### config.mk
export PLATFORM = sky130hd
export DESIGN_NAME = vm2_ctrl
export DESIGN_NICKNAME = d
export VERILOG_FILES = /design/src/design/vm2_pkg.sv /design/src/design/vm2_ctrl.sv /design/src/design/vm2_filter.sv
export SDC_FILE = /design/constraint.sdc
export NUM_CORES = 1
export LEC_CHECK = 0
export BUFFER_PORTS_ARGS = -buffer_cell sky130_fd_sc_hd__buf_2
export CAP_MARGIN = 15
export CORE_MARGIN = 2
export CORE_UTILIZATION = 35
export CTS_CLUSTER_DIAMETER = 50
export DETAILED_ROUTE_END_ITERATION = 16
export GPL_TIMING_DRIVEN = 0
export PLACE_DENSITY = 0.66
export SLEW_MARGIN = 20
export SYNTH_ARGS = -nofsm -noshare
export SYNTH_HDL_FRONTEND = slang
export SYNTH_SLANG_ARGS = --single-unit
export TNS_END_PERCENT = 30
### constraint.sdc
create_clock -name pclk -period 2.2 [get_ports pclk]
set_input_delay 0.55 -clock pclk [delete_from_list [all_inputs] [get_ports pclk]]
set_output_delay 0.55 -clock pclk [all_outputs]
set_load 0.05 [all_outputs]
### src/design/vm2_pkg.sv
// constants shared by the monitor 2 control block and its noise filter
package vm2_pkg;

  // ---------------------------------------------------------------
  // register byte offsets
  // ---------------------------------------------------------------
  localparam logic [7:0] VM2_OFS_LEVEL = 8'h00; // detect_level_reg
  localparam logic [7:0] VM2_OFS_DETCTL = 8'h04; // detector_ctrl_reg
  localparam logic [7:0] VM2_OFS_CTRL0 = 8'h08; // monitor_ctrl0
  localparam logic [7:0] VM2_OFS_CTRL1 = 8'h0c; // monitor_ctrl1
  localparam logic [7:0] VM2_OFS_STATUS = 8'h10; // monitor_status_reg

  // ---------------------------------------------------------------
  // field positions
  // ---------------------------------------------------------------
  localparam int VM2_LEVEL_LSB = 0; // detect_level_sel [3:0]
  localparam int VM2_DETEN_BIT = 0; // detector_enable
  localparam int VM2_RIE_BIT = 0; // irq_or_reset_enable
  localparam int VM2_CMPE_BIT = 2; // compare_out_enable
  localparam int VM2_FDIS_BIT = 3; // filter_disable
  localparam int VM2_FSAMP_LSB = 4; // filter_sample_sel [5:4]
  localparam int VM2_RI_BIT = 6; // action_select
  localparam int VM2_RN_BIT = 7; // reset_release_sel
  localparam int VM2_IDT_LSB = 0; // irq_timing_sel [1:0]
  localparam int VM2_IRQSEL_BIT = 2; // irq_type_sel
  localparam int VM2_FLAG_BIT = 0; // detect_flag
  localparam int VM2_MON_BIT = 1; // filtered monitor level, read only

  // ---------------------------------------------------------------
  // reset values and encodings
  // ---------------------------------------------------------------
  localparam logic [3:0] VM2_LEVEL_RST = 4'h0;
  localparam logic VM2_FDIS_RST = 1'b1; // filter bypassed out of reset
  localparam logic [1:0] VM2_IDT_RISE = 2'h0; // voltage rises above level
  localparam logic [1:0] VM2_IDT_FALL = 2'h1; // voltage drops below level
  localparam logic [1:0] VM2_IDT_BOTH = 2'h2; // either crossing

  // ---------------------------------------------------------------
  // timing counts
  // ---------------------------------------------------------------
  localparam int VM2_FILT_AGREE = 3; // equal samples before the filter moves
  localparam int VM2_RST_HOLD_CYC = 16; // reset stretch in pclk cycles

endpackage : vm2_pkg

### src/design/vm2_ctrl.sv
// monitor 2 control: apb registers, gating, detection flag, interrupt and reset requests
`timescale 1ns/1ps
module vm2_ctrl
  import vm2_pkg::*;
#(
  parameter int RST_HOLD = VM2_RST_HOLD_CYC
) (
  input wire logic pclk,
  input wire logic presetn,
  input wire logic psel,
  input wire logic penable,
  input wire logic pwrite,
  input wire logic [7:0] paddr,
  input wire logic [31:0] pwdata,
  output logic [31:0] prdata,
  output logic pready,
  output logic pslverr,
  input wire logic low_speed_osc,
  input wire logic cmp_above,
  output logic detector_enable,
  output logic [3:0] detect_level_sel,
  output logic irq_maskable,
  output logic irq_nonmaskable,
  output logic monitor_reset_req
);

  // ---------------------------------------------------------------
  // state
  // ---------------------------------------------------------------
  typedef struct packed {
    logic [1:0] osc_sync;
    logic osc_prev;
    logic [1:0] cmp_sync;
    logic [3:0] level;
    logic det_en;
    logic rie;
    logic cmpe;
    logic fdis;
    logic [1:0] fsamp;
    logic ri;
    logic rn;
    logic [1:0] idtsel;
    logic irqsel;
    logic flag;
    logic gated_prev;
    logic irq_m;
    logic irq_n;
    logic rst_req;
    logic [15:0] hold_cnt;
    logic [31:0] rdata;
  } vm2_state_s;

  vm2_state_s s_r;
  vm2_state_s s_nxt;
  logic osc_edge;
  logic det_level;
  logic filt_level;
  logic gated;
  logic rise;
  logic fall;
  logic irq_evt;
  logic evt;
  logic acc;
  logic wr;
  logic mapped;
  logic [31:0] rd_val;

  if (RST_HOLD < 1 || RST_HOLD > 65535) begin : g_bad_hold
    $error("vm2_ctrl: RST_HOLD must lie in 1..65535");
  end

  // ---------------------------------------------------------------
  // noise filter
  // ---------------------------------------------------------------
  vm2_filter #(
    .AGREE(VM2_FILT_AGREE)
  ) u_filter (
    .pclk(pclk),
    .presetn(presetn),
    .osc_edge(osc_edge),
    .raw_level(det_level),
    .sample_sel(s_r.fsamp),
    .filter_disable(s_r.fdis),
    .level_out(filt_level)
  );

  // synchronised oscillator edge and comparator level
  assign osc_edge = s_r.osc_sync[1] & ~s_r.osc_prev;
  assign det_level = s_r.det_en ? s_r.cmp_sync[1] : 1'b1; // disabled detector reads above

  // output gate and crossing detection
  assign gated = s_r.cmpe ? filt_level : 1'b1;
  assign rise = gated & ~s_r.gated_prev;
  assign fall = ~gated & s_r.gated_prev;

  // timing select picks which crossing counts in interrupt mode
  always_comb begin
    unique case (s_r.idtsel)
      VM2_IDT_RISE: irq_evt = rise;
      VM2_IDT_FALL: irq_evt = fall;
      VM2_IDT_BOTH: irq_evt = rise | fall;
      default: irq_evt = fall;
    endcase
  end
  assign evt = s_r.ri ? fall : irq_evt;

  // ---------------------------------------------------------------
  // apb decode
  // ---------------------------------------------------------------
  assign acc = psel & penable;
  assign wr = acc & pwrite;
  assign mapped = (paddr == VM2_OFS_LEVEL) || (paddr == VM2_OFS_DETCTL) ||
                  (paddr == VM2_OFS_CTRL0) || (paddr == VM2_OFS_CTRL1) ||
                  (paddr == VM2_OFS_STATUS);

  // read view of the registers
  always_comb begin
    rd_val = 32'h0;
    unique case (paddr)
      VM2_OFS_LEVEL: rd_val[VM2_LEVEL_LSB +: 4] = s_r.level;
      VM2_OFS_DETCTL: rd_val[VM2_DETEN_BIT] = s_r.det_en;
      VM2_OFS_CTRL0: begin
        rd_val[VM2_RIE_BIT] = s_r.rie;
        rd_val[VM2_CMPE_BIT] = s_r.cmpe;
        rd_val[VM2_FDIS_BIT] = s_r.fdis;
        rd_val[VM2_FSAMP_LSB +: 2] = s_r.fsamp;
        rd_val[VM2_RI_BIT] = s_r.ri;
        rd_val[VM2_RN_BIT] = s_r.rn;
      end
      VM2_OFS_CTRL1: begin
        rd_val[VM2_IDT_LSB +: 2] = s_r.idtsel;
        rd_val[VM2_IRQSEL_BIT] = s_r.irqsel;
      end
      VM2_OFS_STATUS: begin
        rd_val[VM2_FLAG_BIT] = s_r.flag;
        rd_val[VM2_MON_BIT] = filt_level;
      end
      default: rd_val = 32'h0;
    endcase
  end

  // ---------------------------------------------------------------
  // next state
  // ---------------------------------------------------------------
  always_comb begin
    s_nxt = s_r;
    s_nxt.osc_sync = {s_r.osc_sync[0], low_speed_osc};
    s_nxt.osc_prev = s_r.osc_sync[1];
    s_nxt.cmp_sync = {s_r.cmp_sync[0], cmp_above};
    s_nxt.gated_prev = gated;
    if (psel && !penable) begin
      s_nxt.rdata = rd_val; // captured in setup, shown in access
    end
    // register writes take effect in the access phase
    if (wr) begin
      unique case (paddr)
        VM2_OFS_LEVEL: s_nxt.level = pwdata[VM2_LEVEL_LSB +: 4];
        VM2_OFS_DETCTL: s_nxt.det_en = pwdata[VM2_DETEN_BIT];
        VM2_OFS_CTRL0: begin
          s_nxt.rie = pwdata[VM2_RIE_BIT];
          s_nxt.cmpe = pwdata[VM2_CMPE_BIT];
          s_nxt.fdis = pwdata[VM2_FDIS_BIT];
          s_nxt.fsamp = pwdata[VM2_FSAMP_LSB +: 2];
          s_nxt.ri = pwdata[VM2_RI_BIT];
          s_nxt.rn = pwdata[VM2_RN_BIT];
        end
        VM2_OFS_CTRL1: begin
          s_nxt.idtsel = pwdata[VM2_IDT_LSB +: 2];
          s_nxt.irqsel = pwdata[VM2_IRQSEL_BIT];
        end
        VM2_OFS_STATUS: begin
          if (!pwdata[VM2_FLAG_BIT]) begin
            s_nxt.flag = 1'b0; // writing 1 leaves the flag alone
          end
        end
        default: s_nxt.flag = s_r.flag;
      endcase
    end
    // a detection in the clearing cycle still sets the flag
    if (evt) begin
      s_nxt.flag = 1'b1;
    end
    // one-cycle interrupt pulses of the selected type
    s_nxt.irq_m = evt & s_r.rie & ~s_r.ri & ~s_r.irqsel;
    s_nxt.irq_n = evt & s_r.rie & ~s_r.ri & s_r.irqsel;
    // reset request and its release
    if (!s_r.rie || !s_r.ri) begin
      s_nxt.rst_req = 1'b0;
      s_nxt.hold_cnt = 16'h0;
    end else if (!s_r.rst_req) begin
      if (!gated) begin
        s_nxt.rst_req = 1'b1;
        s_nxt.hold_cnt = 16'h0;
      end
    end else if (!s_r.rn && !gated) begin
      s_nxt.hold_cnt = 16'h0; // release counted from recovery
    end else if (s_r.hold_cnt >= 16'(RST_HOLD - 1)) begin
      s_nxt.rst_req = 1'b0;
      s_nxt.hold_cnt = 16'h0;
    end else begin
      s_nxt.hold_cnt = s_r.hold_cnt + 16'h1;
    end
  end

  // state register
  always_ff @(posedge pclk or negedge presetn) begin
    if (!presetn) begin
      s_r <= '{osc_sync: 2'h0, osc_prev: 1'b0, cmp_sync: 2'h3, level: VM2_LEVEL_RST,
               det_en: 1'b0, rie: 1'b0, cmpe: 1'b0, fdis: VM2_FDIS_RST, fsamp: 2'h0,
               ri: 1'b0, rn: 1'b0, idtsel: VM2_IDT_RISE, irqsel: 1'b0, flag: 1'b0,
               gated_prev: 1'b1, irq_m: 1'b0, irq_n: 1'b0, rst_req: 1'b0,
               hold_cnt: 16'h0, rdata: 32'h0};
    end else begin
      s_r <= s_nxt;
    end
  end

  // ---------------------------------------------------------------
  // outputs
  // ---------------------------------------------------------------
  assign pready = 1'b1; // zero wait states
  assign pslverr = acc & ~mapped;
  assign prdata = s_r.rdata;
  assign detector_enable = s_r.det_en;
  assign detect_level_sel = s_r.level;
  assign irq_maskable = s_r.irq_m;
  assign irq_nonmaskable = s_r.irq_n;
  assign monitor_reset_req = s_r.rst_req;

endmodule : vm2_ctrl

### src/design/vm2_filter.sv
// sampling divider and majority-free noise filter for the monitor 2 result
`timescale 1ns/1ps
module vm2_filter
  import vm2_pkg::*;
#(
  parameter int AGREE = VM2_FILT_AGREE
) (
  input wire logic pclk,
  input wire logic presetn,
  input wire logic osc_edge,
  input wire logic raw_level,
  input wire logic [1:0] sample_sel,
  input wire logic filter_disable,
  output logic level_out
);

  // ---------------------------------------------------------------
  // state
  // ---------------------------------------------------------------
  typedef struct packed {
    logic [3:0] div_cnt;
    logic [AGREE-1:0] samples;
    logic level;
  } vm2_filt_s;

  vm2_filt_s s_r;
  vm2_filt_s s_nxt;
  logic [3:0] div_last;
  logic [AGREE-1:0] shifted;

  if (AGREE < 2) begin : g_bad_agree
    $error("vm2_filter: AGREE must be at least 2");
  end

  // divide the oscillator by 2, 4, 8 or 16 and filter on each sample tick
  always_comb begin
    s_nxt = s_r;
    div_last = 4'((5'h2 << sample_sel) - 5'h1);
    shifted = {s_r.samples[AGREE-2:0], raw_level};
    if (filter_disable) begin
      s_nxt.div_cnt = 4'h0; // divider parked while bypassed
      s_nxt.samples = {AGREE{raw_level}};
      s_nxt.level = raw_level;
    end else if (osc_edge) begin
      if (s_r.div_cnt >= div_last) begin
        s_nxt.div_cnt = 4'h0;
        s_nxt.samples = shifted;
        if (&shifted) begin
          s_nxt.level = 1'b1;
        end else if (~|shifted) begin
          s_nxt.level = 1'b0;
        end
      end else begin
        s_nxt.div_cnt = s_r.div_cnt + 4'h1;
      end
    end
  end

  // state register; level starts high (voltage above threshold)
  always_ff @(posedge pclk or negedge presetn) begin
    if (!presetn) begin
      s_r <= '{div_cnt: 4'h0, samples: {AGREE{1'b1}}, level: 1'b1};
    end else begin
      s_r <= s_nxt;
    end
  end

  assign level_out = s_r.level;

endmodule : vm2_filter

# After elaboration in Yosys (flattened, before gate mapping)
# Cells that the tools add are included.
# W data, S select, Z words.
# totals
ff_bits	56
output_inout_bits	42
wordCells	107
# op_classes
addsub	3
order_cmp	2
n_eq_ne	8
n_shift	1
n_mux	26
n_bitwise	17
reduce_logical	27
# op_table
operator	n
$mux W17	3
$mux W16	2
$add A16 B1 Y16 const B	1
$eq A8 B4 Y1 const B	2
$ge A16 B4 Y1 const B	1
$mux W8	2
$mux W4	3
$mux W1	11
$and A1 B1 Y1	10
$reduce_and A2 Y1	5
$reduce_and A3 Y1	3
$eq A8 B3 Y1 const B	1
$eq A8 B5 Y1 const B	1
$logic_not A8 Y1	1
$reduce_bool A2 Y1	4
$ne A3 B2 Y1 const B	2
$not A1 Y1	6
$pmux W1 S3	2
$logic_not A1 Y1	5
$logic_or A1 B1 Y1	5
$pmux W1 S5	1
$add A4 B1 Y4 const B	1
$ge A4 B4 Y1	1
$pmux W1 S2	2
other kinds (8)	9

# Logic depth before layout (Yosys ltp)
# depth
depth_word	9
depth_mapped	6
mapped_depth_nobuf	6

# Modules after synthesis
# Synthesis repeated with hierarchy kept, for this count alone.
# hier_totals
hier_cells	265
hier_area_um2	2877.8
# modules_own_cells
mod	n_inst	cells_per_inst	area_each_um2	seq_area_each_um2
vm2_ctrl	1	220	2433.6	1231.2
vm2_filter	1	45	444.2	178.9

# Worst setup path before layout
# OpenSTA, ideal clock, no wires.
# synth_timing
kind	input port to output port
from	input port paddr[2]
to	output port pslverr
arrival_time_ns	2.057
required_time_ns	1.650
setup_slack_ns	-0.407
cell_stages	4
n_path_buf	1
path_cell_list	buf_4 nor2_1 and4bb_2 nor3_1
# synth_via
elab_chain_cells	7
elab_cells_between_ends	11
classes_between	eq/ne: 4; bitwise: 2; reduce/logical: 5
# synth_rtl
item	line	text
from (decl)	vm2_ctrl.sv:13	input wire logic [7:0] paddr,
$eq A8 B3 Y1 / $logic_not A8 Y1 (equally long branches)	vm2_ctrl.sv:112	assign mapped = (paddr == VM2_OFS_LEVEL) || (paddr == VM2_OFS_DETCTL) ||
$logic_or A1 B1 Y1 (2 in series)	vm2_ctrl.sv:112	
$logic_or A1 B1 Y1	vm2_ctrl.sv:113	(paddr == VM2_OFS_CTRL0) || (paddr == VM2_OFS_CTRL1) ||
$logic_or A1 B1 Y1 *	vm2_ctrl.sv:113	
$not A1 Y1 *	vm2_ctrl.sv:222	assign pslverr = acc & ~mapped;
$and A1 B1 Y1 *	vm2_ctrl.sv:222	
to (decl)	vm2_ctrl.sv:17	output logic pslverr,
# Mark *: on every way between the ends. The rest lies on a longest branch, timed or not.

# Final worst setup path
# layout_timing
from	input port paddr[7]
to	output port pslverr
# Same word-level chain as after synthesis.

==> out/results.tsv <==
metric	value	unit
status	complete, but fails checks	
violations	negative setup slack	
yosysSeqAreaShare	49.1	%
antenna-diode-count	0	
synth_top_family_by_area	simple AND/OR/NAND/NOR gates	
ios	89	
min_period	2.30	ns
grt_setup_unrepaired	yes	
htree_levels	2	
drv_slew	0	
fin_area	0.00342	mm^2
synth_cells	256	
fmax	0.435	GHz
postSynthAreaPerCell	11.2	um^2
synth_seq_cells	56	
cts_tree	yes	
wl_per_cell	12.5	um
synth_compound_area_share	12.5	%
synth_warnings	0	
die_area	0.00894	mm^2
globalRouteOverflowTotal	0	
start_kind	input port	
synth_flop_cell	dfrtp_1	
cts-buffers-inserted	5	
drc_errors	0	
drt-total-wl	5360	um
area_growth	19.0	%
start_util	35.5	%
seq_power_share	51.3	%
core	0.00809	mm^2
synth_edf_count	0	
pwr-share-comb	17.2	%
p_leak	1.72	nW
vias	2015	
drv_cap	0	
grt_start_max_net_pins	57	
power.switching	0.626	mW
crit_required	1.65	ns
slew_headroom	53.9	%
portBuffers	37	
antenna_found_initial	0	
initialDrtViolationCount	70	
ant_nets	0	
ys_types	50	
peakVddDrop	0.000259	V
synth_mux_area_share	9.28	%
worstMarginPinSlew	0.692	ns
crit_path_end_kind	output port	
cts.sinks	56	
synth_adder_area_share	2.18	%
clockBufferDepth	2	
row_count	33	
postLayoutSetupSlackWorst	-0.0975	ns
grt_pass1_wl	8960	um
pre_cts_ws	-0.196	ns
vias_per_cell	4.69	
dpl_cell_area	0.00328	mm^2
track_usage	12.7	%
cts.clk_slew.worst_paths	0.10	ns
gp_congestion	0.776	
hp-class	in2async	
synthArstFlopShare	100	%
setup_viol	1	
clk-insertion-delay-late	0.32	ns
cts_root_buf	clkbuf_8	
skew	0.0106	ns
firstDrtPassIters	4	
synth_area	0.00287	mm^2
hold_viol_final	0	
dpl.hpwl	3940	um
nNetsFinal	376	
ctsHoldBuffers	0	
p_int	1.56	mW
die-width	94.6	um
synth-xor-area-share	0.305	%
switching_share	28.6	%
worstPathMaxFanout	4	
critical_path_class	in2out	
p_per_area	641	mW/mm^2
drive_gt1_share	36.6	%
clkPwrFrac	31.4	%
yosys.area_share.simple	14.6	%
fin_crit_sh	104	%
grt_pass1_vias	1875	
crit_arrival	1.75	ns
die_y	94.6	um
[critical path: stages]
cell and delay, ns:
buf_6 0.09, or4_4 0.55, and4bb_2 0.34, nor3_2 0.06, buf_6 0.16
[layout by cell type, fill, tap and decap left out, types with 3 or more instances in the layout]
master and count:
and3_1 3, nand3_1 8, nand2_1 15, nand3b_1 3, dfrtp_1 49, nor2b_1 4, a22o_1 9, nor3_1 4
o41ai_1 3, a21oi_1 3, mux2i_1 3, nand2b_1 3, ha_1 5, nor2_1 13, dfstp_2 7, conb_1 25
clkbuf_1 3, o21a_1 5, inv_1 6, buf_2 34, buf_4 40, and2_1 6, buf_6 4, clkbuf_8 5
o21ai_0 9, mux2_2 19
[what timing repair did]
action | 4_1_cts | 5_1_grt
gates resized for setup | 4 | 0
hold endpoints to repair | 0 | 0
buffers inserted | 1 | 0
pin swaps | 3 | 0
setup endpoints to repair | 1 | 1
[synthesized netlist by cell type (3+ instances only)]
cell type  count  share of area [%]
a21oi_1        3               0.52
a22o_1         9                2.7
and2_1         6                1.3
and3_1         3               0.65
buf_4         38                9.9
dfrtp_1       49                 43
dfstp_2        7                6.4
ha_1           5                2.2
inv_1          6               0.78
mux2_2        19                7.5
mux2i_1        3                1.0
nand2_1       15                2.0
nand2b_1       3               0.65
nand3_1        8                1.4
nand3b_1       3               0.78
nor2_1        13                1.7
nor2b_1        4               0.87
nor3_1         6                1.0
o21a_1         5                1.3
o21ai_0        9                1.6
o41ai_1        3               0.92
[state kept, by name, indices dropped and copies added (netlist names)]
signal              flops
s_nxt                   3
irq_maskable            1
irq_nonmaskable         1
detector_enable         1
u_filter.s_r            6
prdata                  8
u_filter.level_out      1
monitor_reset_req       1
detect_level_sel        4
s_r                    30
[routing by layer]
layer / share of wire [%] / vias to the layer above / GRT usage (%) / routed length (um)
met5: 0 / - / 0 / 0
met4: 1.4 / 0 / 4.95 / 76
met3: 5.0 / 8 / 2.95 / 269
met2: 47 / 47 / 20.4 / 2530
met1: 46 / 963 / 16.8 / 2480
li1: - / 997 / - / -
[power by group through the flow]
stage	logic, mW	clock network (mW)	registers, mW
2_1_floorplan	0.291	0	1.13
3_3_place_gp	0.362	0	1.14
3_5_place_dp	0.373	0	1.14
4_1_cts	0.377	0.709	1.12
5_1_grt	0.422	0.756	1.13
6_report	0.377	0.688	1.12
[layout make-up]
cell class | instances | area, um^2
fill | 795 | 4670
sequential | 56 | 1410
multi-input combinational | 175 | 1220
buffer | 42 | 315
timing repair buffer | 38 | 208
tap | 105 | 131
clock buffer | 6 | 72.6
clock inverter | 2 | 38.8
inverter | 6 | 22.5
[logic make-up (layout without fill, tap and decap cells)]
group	count (synthesis)	after routing
AO/OA/AOI/OAI	47	47
XOR/XNOR	1	1
adder cells (fa/ha/maj)	5	5
buffers and inverters	48	94
flip-flops	56	56
multiplexers	23	23
other	2	25
AND/OR/NAND/NOR	74	74
[metrics by stage]
| stage | power, mW | cells | utilization (%) | hold WS, ns | TNS, ns |
|---|---|---|---|---|---|
| floorplan | 1.42 | 279 | - | 0.254 | 0 |
| global placement | 1.50 | 421 | 40.5 | 0.334 | -0.600 |
| detailed placement | 1.51 | 421 | 40.6 | 0.341 | -0.967 |
| CTS | 2.21 | 430 | 42.2 | 0.296 | -0.100 |
| global route | 2.31 | 430 | 42.2 | 0.317 | -0.133 |
| finish | 2.19 | 430 | 42.2 | 0.268 | -0.0975 |
[final timing paths]
check / from / to / slack (ns) / cells past startpoint
min in group pclk: cmp_above / s_nxt[69] / 0.33 / 1
max reg2reg: s_r[59] / u_filter.s_r[1] / 0.21 / 6
min reg2reg: s_nxt[69] / s_r[69] / 0.36 / 0
max: paddr[7] / pslverr / -0.1 / 5
min: presetn / irq_nonmaskable / 0.27 / 1
max in group asynchronous: presetn / s_nxt[70] / 1.47 / 1
No activity file was read; power rests on OpenSTA's default activity.
